[src/cbc_pkg.sv]
// Constants and types for the cell balance controller.
// Assumes a 125 MHz core clock and ten cell voltage words in millivolts.
// Functional notes
// Balancing choice is recomputed and latched only at each dwell boundary.
// Choice bleeds the highest cell above start voltage, no hysteresis.
// At most one bleed output is asserted at any time.
// Dwell period between decisions lasts at least 7.5 minutes.
// After timeout expiry the decision logic is reset and stops computing.
// No bleed while the highest cell is below the start voltage.
// With timeout configured and expired, all balancing is suppressed.
// With charger gating, no balancing while no charger is detected.
// Each 250 ms cycle: 50 ms measuring with balancing off, 200 ms balancing.
// Cell measurement results are frozen while any bleed output is asserted.
// Overvoltage and undervoltage delays accept only 500 ms or longer.
// Balancing suspends while an overvoltage or undervoltage is being timed.
// Balancing resumes once fault timing ends, cleared or latched.
// Timeout is a 2-bit choice of 1, 2, 4 or 8 hours.
// Timeout timer starts when a cell first exceeds the start voltage; here it starts at the first dwell boundary that finds one above.
// Balancing stops immediately when the charger is disconnected; here bleed clears three clocks later, through the pin synchroniser.
// Start voltage is 4 bits, 3.9 V down to 2.4 V by 0.1 V, default 3.9 V.
// Enable select chooses charger, timer, both, or disabled at all zero.
// Start detection uses its own comparator, not the overvoltage trip.
// Balancing is allowed while charging is in progress.
// In shutdown every function including balancing stays inactive.
// Integrators should enable the timeout so balancing cannot drain the pack.
// Ties for highest voltage select the lowest-numbered cell.
package cbc_pkg;
  localparam int NUM_CELLS = 10;
  localparam int MV_W = 13;
  localparam int IDX_W = 4;

  // Timing, in printed units, then in 125 MHz cycles or 250 ms ticks
  localparam longint CLK_HZ = 125_000_000;
  localparam longint MEAS_MS = 50;
  localparam longint BAL_MS = 200;
  localparam longint CYCLE_MS = MEAS_MS + BAL_MS;
  localparam longint MEAS_CYCLES = MEAS_MS * CLK_HZ / 1000;
  localparam longint CYCLE_CYCLES = CYCLE_MS * CLK_HZ / 1000;
  localparam longint DWELL_MS = 450_000;
  localparam longint DWELL_TICKS = DWELL_MS / CYCLE_MS;
  localparam longint HOUR_MS = 3_600_000;
  localparam longint HOUR_TICKS = HOUR_MS / CYCLE_MS;
  localparam int CYC_W = 25;
  localparam int DWELL_W = 11;
  localparam int TMR_W = 17;

  // Start voltage: code 0 is the highest threshold
  localparam logic [12:0] START_TOP_MV = 13'h0_F3C;
  localparam logic [12:0] START_STEP_MV = 13'h0_064;
  localparam logic [15:0] MIN_DELAY_MS = 16'h01_F4;

  // Register map
  localparam logic [7:0] CTRL_OFS = 8'h00;
  localparam logic [7:0] STAT_OFS = 8'h04;
  localparam logic [7:0] DLY_OFS = 8'h08;
  localparam logic [7:0] CTRL_RST = 8'h00;
  localparam logic [31:0] DLY_RST = 32'h01F4_01F4;
  localparam int EN_POS = 6;
  localparam int TMO_POS = 4;
  localparam int START_POS = 0;

  typedef enum logic [1:0] {
    CBC_EN_OFF = 2'b00,
    CBC_EN_CHG = 2'b01,
    CBC_EN_TMR = 2'b10,
    CBC_EN_BOTH = 2'b11
  } cbc_en_t;

  typedef struct packed {
    cbc_en_t enable;
    logic [1:0] timeout;
    logic [3:0] start;
  } cbc_ctrl_t;

  typedef struct packed {
    logic [NUM_CELLS-1:0][MV_W-1:0] mv;
  } cbc_cells_t;
endpackage : cbc_pkg

[src/cbc_top.sv]
// Cell balance controller: picks and bleeds the highest cell once per dwell.
// Assumes an AHB-Lite master on the same clock, cell words from the
// measurement logic on this clock, and an asynchronous charger-detect pin.
//
// The AHB-Lite register port and the register addresses were chosen for this implementation.
`timescale 1ns/100ps
`default_nettype none
module cbc_top #(
  parameter longint MEAS_CYCLES = cbc_pkg::MEAS_CYCLES,
  parameter longint CYCLE_CYCLES = cbc_pkg::CYCLE_CYCLES,
  parameter longint DWELL_TICKS = cbc_pkg::DWELL_TICKS,
  parameter longint HOUR_TICKS = cbc_pkg::HOUR_TICKS
) (
  input wire logic clk,
  input wire logic rst_n,
  input wire logic hsel,
  input wire logic [31:0] haddr,
  input wire logic [1:0] htrans,
  input wire logic hwrite,
  input wire logic [2:0] hsize,
  input wire logic [31:0] hwdata,
  input wire logic hready,
  output logic [31:0] hrdata,
  output logic hreadyout,
  output logic hresp,
  input wire cbc_pkg::cbc_cells_t cells,
  input wire logic charger_pin,
  input wire logic ov_timing,
  input wire logic uv_timing,
  input wire logic shutdown,
  output logic [cbc_pkg::NUM_CELLS-1:0] bleed,
  output logic meas_active,
  output logic meas_hold,
  output logic [15:0] ov_delay_ms,
  output logic [15:0] uv_delay_ms,
  output cbc_pkg::cbc_cells_t cells_held
);
  localparam int N = cbc_pkg::NUM_CELLS;
  localparam logic [cbc_pkg::CYC_W-1:0] MEAS_LAST = cbc_pkg::CYC_W'(MEAS_CYCLES - 1);
  localparam logic [cbc_pkg::CYC_W-1:0] CYCLE_LAST = cbc_pkg::CYC_W'(CYCLE_CYCLES - 1);
  localparam logic [cbc_pkg::DWELL_W-1:0] DWELL_LAST = cbc_pkg::DWELL_W'(DWELL_TICKS - 1);
  localparam logic [cbc_pkg::TMR_W-1:0] HOUR_T = cbc_pkg::TMR_W'(HOUR_TICKS);

  // Bus address phase and data phase
  logic wr_pend_q;
  logic [7:0] wr_addr_q;
  logic [31:0] hrdata_q;
  cbc_pkg::cbc_ctrl_t ctrl_q;
  logic [15:0] ov_dly_q;
  logic [15:0] uv_dly_q;

  wire addr_ok = hsel && hready && htrans[1];
  wire rd_req = addr_ok && !hwrite;
  wire wr_req = addr_ok && hwrite;
  wire wr_ctrl = wr_pend_q && (wr_addr_q == cbc_pkg::CTRL_OFS);
  wire wr_dly = wr_pend_q && (wr_addr_q == cbc_pkg::DLY_OFS);
  wire [15:0] ov_wr = hwdata[15:0];
  wire [15:0] uv_wr = hwdata[31:16];
  // Short settings would let a fault time out inside one balance phase
  wire [15:0] ov_clamped = (ov_wr < cbc_pkg::MIN_DELAY_MS) ? cbc_pkg::MIN_DELAY_MS : ov_wr;
  wire [15:0] uv_clamped = (uv_wr < cbc_pkg::MIN_DELAY_MS) ? cbc_pkg::MIN_DELAY_MS : uv_wr;

  // Charger pin synchroniser
  logic chg_meta_q;
  logic chg_q;

  // Cycle, dwell and timeout state
  logic [cbc_pkg::CYC_W-1:0] cyc_q;
  logic [cbc_pkg::DWELL_W-1:0] dwell_q;
  logic [cbc_pkg::TMR_W-1:0] tmr_q;
  logic tmr_run_q;
  logic tmr_exp_q;
  logic act_valid_q;
  logic [cbc_pkg::IDX_W-1:0] act_idx_q;
  logic [N-1:0] bleed_q;
  cbc_pkg::cbc_cells_t snap_q;

  wire in_meas = (cyc_q <= MEAS_LAST);
  // Bleed is registered, so gate on the phase of the next cycle
  wire next_meas = tick || (cyc_q < MEAS_LAST);
  wire tick = (cyc_q == CYCLE_LAST);
  wire dwell_end = tick && (dwell_q == DWELL_LAST);
  wire tmr_mode = ctrl_q.enable[1];
  wire chg_mode = ctrl_q.enable[0];
  wire [cbc_pkg::TMR_W-1:0] tmr_limit = HOUR_T << ctrl_q.timeout;
  wire [12:0] start_mv = cbc_pkg::START_TOP_MV - 13'(ctrl_q.start * cbc_pkg::START_STEP_MV);

  // Own start comparator on the frozen words, separate from overvoltage trip
  logic [cbc_pkg::IDX_W-1:0] hi_idx;
  logic [cbc_pkg::MV_W-1:0] hi_mv;
  always_comb begin
    hi_idx = '0;
    hi_mv = snap_q.mv[0];
    for (int i = 1; i < N; i++) begin
      if (snap_q.mv[i] > hi_mv) begin
        hi_mv = snap_q.mv[i];
        hi_idx = cbc_pkg::IDX_W'(i);
      end
    end
  end
  wire above = (hi_mv > start_mv);

  // Suppression terms; charger gating only, so charging itself never blocks
  wire gate = (ctrl_q.enable != cbc_pkg::CBC_EN_OFF)
      && !(tmr_mode && tmr_exp_q)
      && !(chg_mode && !chg_q)
      && !ov_timing && !uv_timing
      && !next_meas
      && !shutdown
      && act_valid_q;
  wire [N-1:0] onehot = N'(1) << act_idx_q;

  wire [31:0] stat_word = {23'h00_0000, chg_q, !in_meas, tmr_run_q, tmr_exp_q,
                           act_valid_q, act_idx_q};
  wire [31:0] rd_mux = (haddr[7:0] == cbc_pkg::CTRL_OFS) ? {24'h00_0000, ctrl_q} :
                       (haddr[7:0] == cbc_pkg::STAT_OFS) ? stat_word :
                       (haddr[7:0] == cbc_pkg::DLY_OFS) ? {uv_dly_q, ov_dly_q} :
                       32'h0000_0000;

  always_ff @(posedge clk) begin
    if (!rst_n) begin
      wr_pend_q <= 1'b0;
      wr_addr_q <= 8'h00;
      hrdata_q <= 32'h0000_0000;
    end else begin
      wr_pend_q <= wr_req;
      wr_addr_q <= haddr[7:0];
      hrdata_q <= rd_req ? rd_mux : hrdata_q;
    end
  end

  always_ff @(posedge clk) begin
    if (!rst_n) begin
      ctrl_q <= cbc_pkg::CTRL_RST;
      ov_dly_q <= cbc_pkg::DLY_RST[15:0];
      uv_dly_q <= cbc_pkg::DLY_RST[31:16];
    end else begin
      if (wr_ctrl) begin
        ctrl_q <= hwdata[7:0];
      end
      if (wr_dly) begin
        ov_dly_q <= ov_clamped;
        uv_dly_q <= uv_clamped;
      end
    end
  end

  always_ff @(posedge clk) begin
    if (!rst_n) begin
      chg_meta_q <= 1'b0;
      chg_q <= 1'b0;
    end else begin
      chg_meta_q <= charger_pin;
      chg_q <= chg_meta_q;
    end
  end

  // Cycle and dwell counters clear and hold at zero in shutdown
  always_ff @(posedge clk) begin
    if (!rst_n || shutdown) begin
      cyc_q <= '0;
      dwell_q <= '0;
    end else begin
      cyc_q <= tick ? '0 : cyc_q + 1'b1;
      if (tick) begin
        dwell_q <= (dwell_q == DWELL_LAST) ? '0 : dwell_q + 1'b1;
      end
    end
  end

  // Snapshot taken at the end of measurement, never while bleeding
  always_ff @(posedge clk) begin
    if (!rst_n) begin
      snap_q <= '0;
    end else if ((cyc_q == MEAS_LAST) && !(|bleed_q)) begin
      snap_q <= cells;
    end
  end

  // Timeout timer counts 250 ms ticks from the first dwell boundary with a cell above start
  always_ff @(posedge clk) begin
    if (!rst_n || shutdown || wr_ctrl || !tmr_mode) begin
      tmr_q <= '0;
      tmr_run_q <= 1'b0;
      tmr_exp_q <= 1'b0;
    end else begin
      if (dwell_end && above && !tmr_run_q && !tmr_exp_q) begin
        tmr_run_q <= 1'b1;
      end
      if (tick && tmr_run_q) begin
        if (tmr_q + 1'b1 >= tmr_limit) begin
          tmr_run_q <= 1'b0;
          tmr_exp_q <= 1'b1;
        end
        tmr_q <= tmr_q + 1'b1;
      end
    end
  end

  // Decision latch: once per dwell, cleared on expiry until a control write, shutdown or timer mode off
  always_ff @(posedge clk) begin
    if (!rst_n || shutdown || (tmr_mode && tmr_exp_q)) begin
      act_valid_q <= 1'b0;
      act_idx_q <= '0;
    end else if (dwell_end) begin
      act_valid_q <= above;
      act_idx_q <= hi_idx;
    end
  end

  always_ff @(posedge clk) begin
    if (!rst_n) begin
      bleed_q <= '0;
    end else begin
      bleed_q <= gate ? onehot : '0;
    end
  end

  assign hrdata = hrdata_q;
  assign hreadyout = 1'b1;
  assign hresp = 1'b0;
  assign bleed = bleed_q;
  assign meas_active = in_meas && !shutdown;
  assign meas_hold = |bleed_q;
  assign ov_delay_ms = ov_dly_q;
  assign uv_delay_ms = uv_dly_q;
  assign cells_held = snap_q;
endmodule : cbc_top
`default_nettype wire
[config.mk]
export PLATFORM = sky130hd
export DESIGN_NAME = cbc_top
export DESIGN_NICKNAME = d
export VERILOG_FILES = /design/src/cbc_pkg.sv /design/src/cbc_top.sv
export SDC_FILE = /design/constraint.sdc
export NUM_CORES = 1
export LEC_CHECK = 0
export ABC_AREA = 1
export BUFFER_PORTS_ARGS = -buffer_cell sky130_fd_sc_hd__buf_2
export CORE_ASPECT_RATIO = 1.4
export CORE_MARGIN = 4
export CORE_UTILIZATION = 49
export CTS_CLUSTER_DIAMETER = 40
export DETAILED_ROUTE_END_ITERATION = 10
export PLACE_DENSITY = 0.74
export SKIP_LAST_GASP = 1
export SYNTH_ARGS = -nofsm -noshare
export SYNTH_HDL_FRONTEND = slang
export SYNTH_SLANG_ARGS = --single-unit
export TNS_END_PERCENT = 5
[constraint.sdc]
create_clock -name clk -period 15.9 [get_ports clk]
set_input_delay 2.385 -clock clk [delete_from_list [all_inputs] [get_ports clk]]
set_output_delay 2.385 -clock clk [all_outputs]
set_load 0.01 [all_outputs]
==> flow_summary.yaml <==
outcome:
  outcome: "finished clean"
cts:
  cts_sinks: 283
  cts-root-buf: "clkbuf_16"
  cts_max_path_buffers: 3
  h-tree-depth: 2
  numCtsBuffers: 34
  clk_latency_ps: 530
  clkTransAtPathRegs_ps: 60
  cts_tree: "done"
  ctsHoldBuffers: 0
synth:
  synthDistinctLibCells: 61
  syn_area_um2: 16330
  synth_edf_count: 0
  synthCells: 2265
  ys.flop_type: "dfxtp_1"
  synth-async-reset-ratio_pct: 0
  ys.warnings.count: 0
  synth.avg_cell_area_um2: 7.212
  ys_ff_latch: 283
  ys_seq_area_share_pct: 34.68
  syn_nets: 2615
worst_hold_path:
  hold_depth: 2
  hp-class: "reg -> reg"
timing:
  hold_violations: 0
  slew_headroom_pct: 28.92
  setup_violations: 0
  clock_skew_ps: 23.38
  slew_violations: 0
  period_minus_slack_ps: 15060
  fmax_ghz: 0.06642
  hold-worst-slack_ps: 425.7
  period_share_pct: 94.69
  setup_tns_ps: 0
  worst_slew_pin_slew_ps: 1062
routing:
  drt_wl_total_mm: 54.43
  route.detailed.drc: 0
  drt_iter0_markers: 1135
  drtPass1Iterations: 5
  vias: 17334
  wl_per_cell_um: 16.83
  avgViaCountPerCell: 5.358
  ant_nets: 0
placed_design:
  routabilityCongestion: 0.9341
  dp_hpwl_mm: 41.99
  place_area_um2: 19490
  portBuffers: 385
global_routing:
  grt_antenna_before_repair: 2
  first_global_vias: 16544
  grt_pass1_wl_mm: 82.03
  grt_remaining_overflow: 0
  grt.total_usage_pct: 27.60
  grt_max_degree: 106
floorplan:
  start_util_pct: 49.96
  die_h_um: 224.0
  fp-row-count: 78
  dieArea_um2: 36360
  core-area_um2: 32690
  num_io_pins: 416
  die_width_um: 162.3
power:
  p_leak_nw: 10.53
  p_per_area_nw_per_um2: 74.61
  ir_worst_vdd_mv: 0.07072
  finalPower_mw: 1.620
worst_setup_path:
  worst-path-stages: 110
  path_common_cell: "nand2_1"
  crit_arrival_ps: 15460
  cpMaxStageDelayCell: "nor4b_1"
  reg2reg_depth: 110
  critPathLaunchType: "register"
  worstPathMaxFanout: 12
  crit_family: "simple AND/OR/NAND/NOR gates"
  worst-path-buf-inv: 14
  cp.required_ps: 16310
  slowest_delay_ps: 370
  path_class: "reg -> reg"
  worst-r2r-setup-slack_ps: 840
  setup.worst_path.end_class: "register"
layout:
  design_area_um2: 21710
  drive_gt1_share_pct: 29.04
  fin_nets: 3118
  syn_to_final_growth_pct: 32.90
job:
  maxCapViolations: 0
per-stage QoR:
stage	cells	util (%)	worst slack, ps
after detailed placement	3140	59.61	-213.1
final	3235	66.40	844.0
after global placement	3140	59.61	157.7
after CTS	3201	63.49	10.83
after floorplan	2265	-	52.27
after global routing	3234	66.39	-225.8
kinds of logic after synthesis:
group / after synthesis / share of synthesized area [%]
other: 2 / 0.04598
AND/OR/NAND/NOR: 923 / 25.33
AO/OA/AOI/OAI: 481 / 18.02
buffers and inverters: 414 / 9.927
flip-flops: 283 / 34.68
adder cells (fa/ha/maj): 142 / 10.92
XOR/XNOR: 20 / 1.072
flip-flops by register name (all words and copies together) (netlist names), 4 cells and up:
register / count
ov_delay_ms: 16
hrdata: 32
act_idx_q: 4
cyc_q: 25
cells_held: 130
dwell_q: 11
uv_delay_ms: 16
wr_addr_q: 8
tmr_q: 17
ctrl_q: 7
bleed: 10
layout by cell type (no fill, tap or decap), drive strengths merged, types with 3 or more instances in the layout:
cell and instances:
a211oi 147, nand3b 5, a21o 11, o31ai 4
buf 556, o21ai 178, nor2 271, ha 141
dfxtp 283, xor2 18, bufinv 6, nand4 36
a31oi 6, nor4 19, nand2 411, nor3 50
clkbuf 43, clkinv 8, nor4b 4, o2111ai 4
nand3 116, nor3b 9, inv 323, a31o 3
a21oi 113, a221oi 8
area by class of cell:
type / count / area (um^2)
antenna: 2 / 5.005
clock buffer: 43 / 978.4
clock inverter: 18 / 277.8
fill: 2836 / 10990
inverter: 321 / 1212
multi-input combinational: 1572 / 9756
sequential: 283 / 5673
tap: 440 / 550.5
timing repair buffer: 556 / 3256
layer usage:
metal	wire, um	share of wire, %	global-route usage (%)	vias up
met4	2978	5.5	13.92	0
li1	-	-	-	8635
met2	27630	51	51.69	647
met5	0	0	0	-
met1	20170	37	29.04	7891
met3	3647	6.7	5.393	161
worst register-to-register path, delay by kind of cell, from the launching register on:
family          cells  cell delay, ps
fa+ha+maj          10            2950
buf+inv            14            1690
simple gates       61            6700
compound gates     25            3290
flops               1             330
path summary, 6_finish.rpt:
| check | to | startpoint |
|---|---|---|
| setup reg to reg | act_valid_q$_SDFFE_PP0P_ | cells_held[9]$_SDFFE_PN0P_ |
| hold / removal | chg_q$_SDFF_PN0_ | chg_meta_q$_SDFF_PN0_ |
| setup / recovery | act_valid_q$_SDFFE_PP0P_ | cells_held[9]$_SDFFE_PN0P_ |
| hold reg to reg | chg_q$_SDFF_PN0_ | chg_meta_q$_SDFF_PN0_ |
report_power, final:
part           leakage, nW  internal, mW  switching [mW]  total [mW]
registers             2.29         0.711        0.000915       0.712
logic                 7.63        0.0196          0.0284      0.0480
clock network        0.612         0.539           0.320       0.860
total                 10.5          1.27           0.350        1.62
Yosys cell counts, types with 2 or more instances:
| library cell | number | area share (%) |
|---|---|---|
| clkbuf_1 | 81 | 1.9 |
| clkinv_1 | 3 | 0.069 |
| a21o_1 | 11 | 0.51 |
| dlygate4sd1_1 | 2 | 0.11 |
| nand3b_1 | 5 | 0.23 |
| nor4_1 | 19 | 0.73 |
| nand3_1 | 107 | 3.3 |
| a31o_2 | 3 | 0.16 |
| dfxtp_1 | 283 | 35 |
| a31oi_1 | 6 | 0.23 |
| nand2_4 | 7 | 0.48 |
| nand2_1 | 379 | 8.7 |
| nand2_2 | 21 | 0.80 |
| o21ai_1 | 27 | 0.83 |
| buf_4 | 3 | 0.14 |
| o21ai_2 | 10 | 0.54 |
| nand3_4 | 5 | 0.54 |
| nor2_2 | 5 | 0.19 |
| o211ai_1 | 2 | 0.092 |
| inv_2 | 7 | 0.16 |
| o31ai_1 | 4 | 0.18 |
| nand3_2 | 4 | 0.25 |
| and2_1 | 2 | 0.077 |
| xnor2_1 | 2 | 0.11 |
| nor2_1 | 265 | 6.1 |
| ha_1 | 141 | 11 |
| conb_1 | 2 | 0.046 |
| a21oi_1 | 112 | 3.4 |
| nor3b_1 | 8 | 0.37 |
| a211oi_1 | 147 | 6.8 |
| o21ai_0 | 141 | 4.3 |
| inv_1 | 311 | 7.1 |
| o2111ai_1 | 4 | 0.21 |
| xor2_1 | 18 | 0.97 |
| nor3_1 | 49 | 1.5 |
| nand4_1 | 34 | 1.3 |
| nor4b_1 | 4 | 0.21 |
| a221oi_1 | 8 | 0.43 |
what timing repair did:
item / 4_1_cts / 5_1_grt
setup buffers: 0 / 29
pin swaps: 0 / 81
gates resized for setup: 14 / 185
endpoints found under the setup margin: 2 / 6
gates cloned: 0 / 4
No activity file was read; power rests on OpenSTA's default activity.
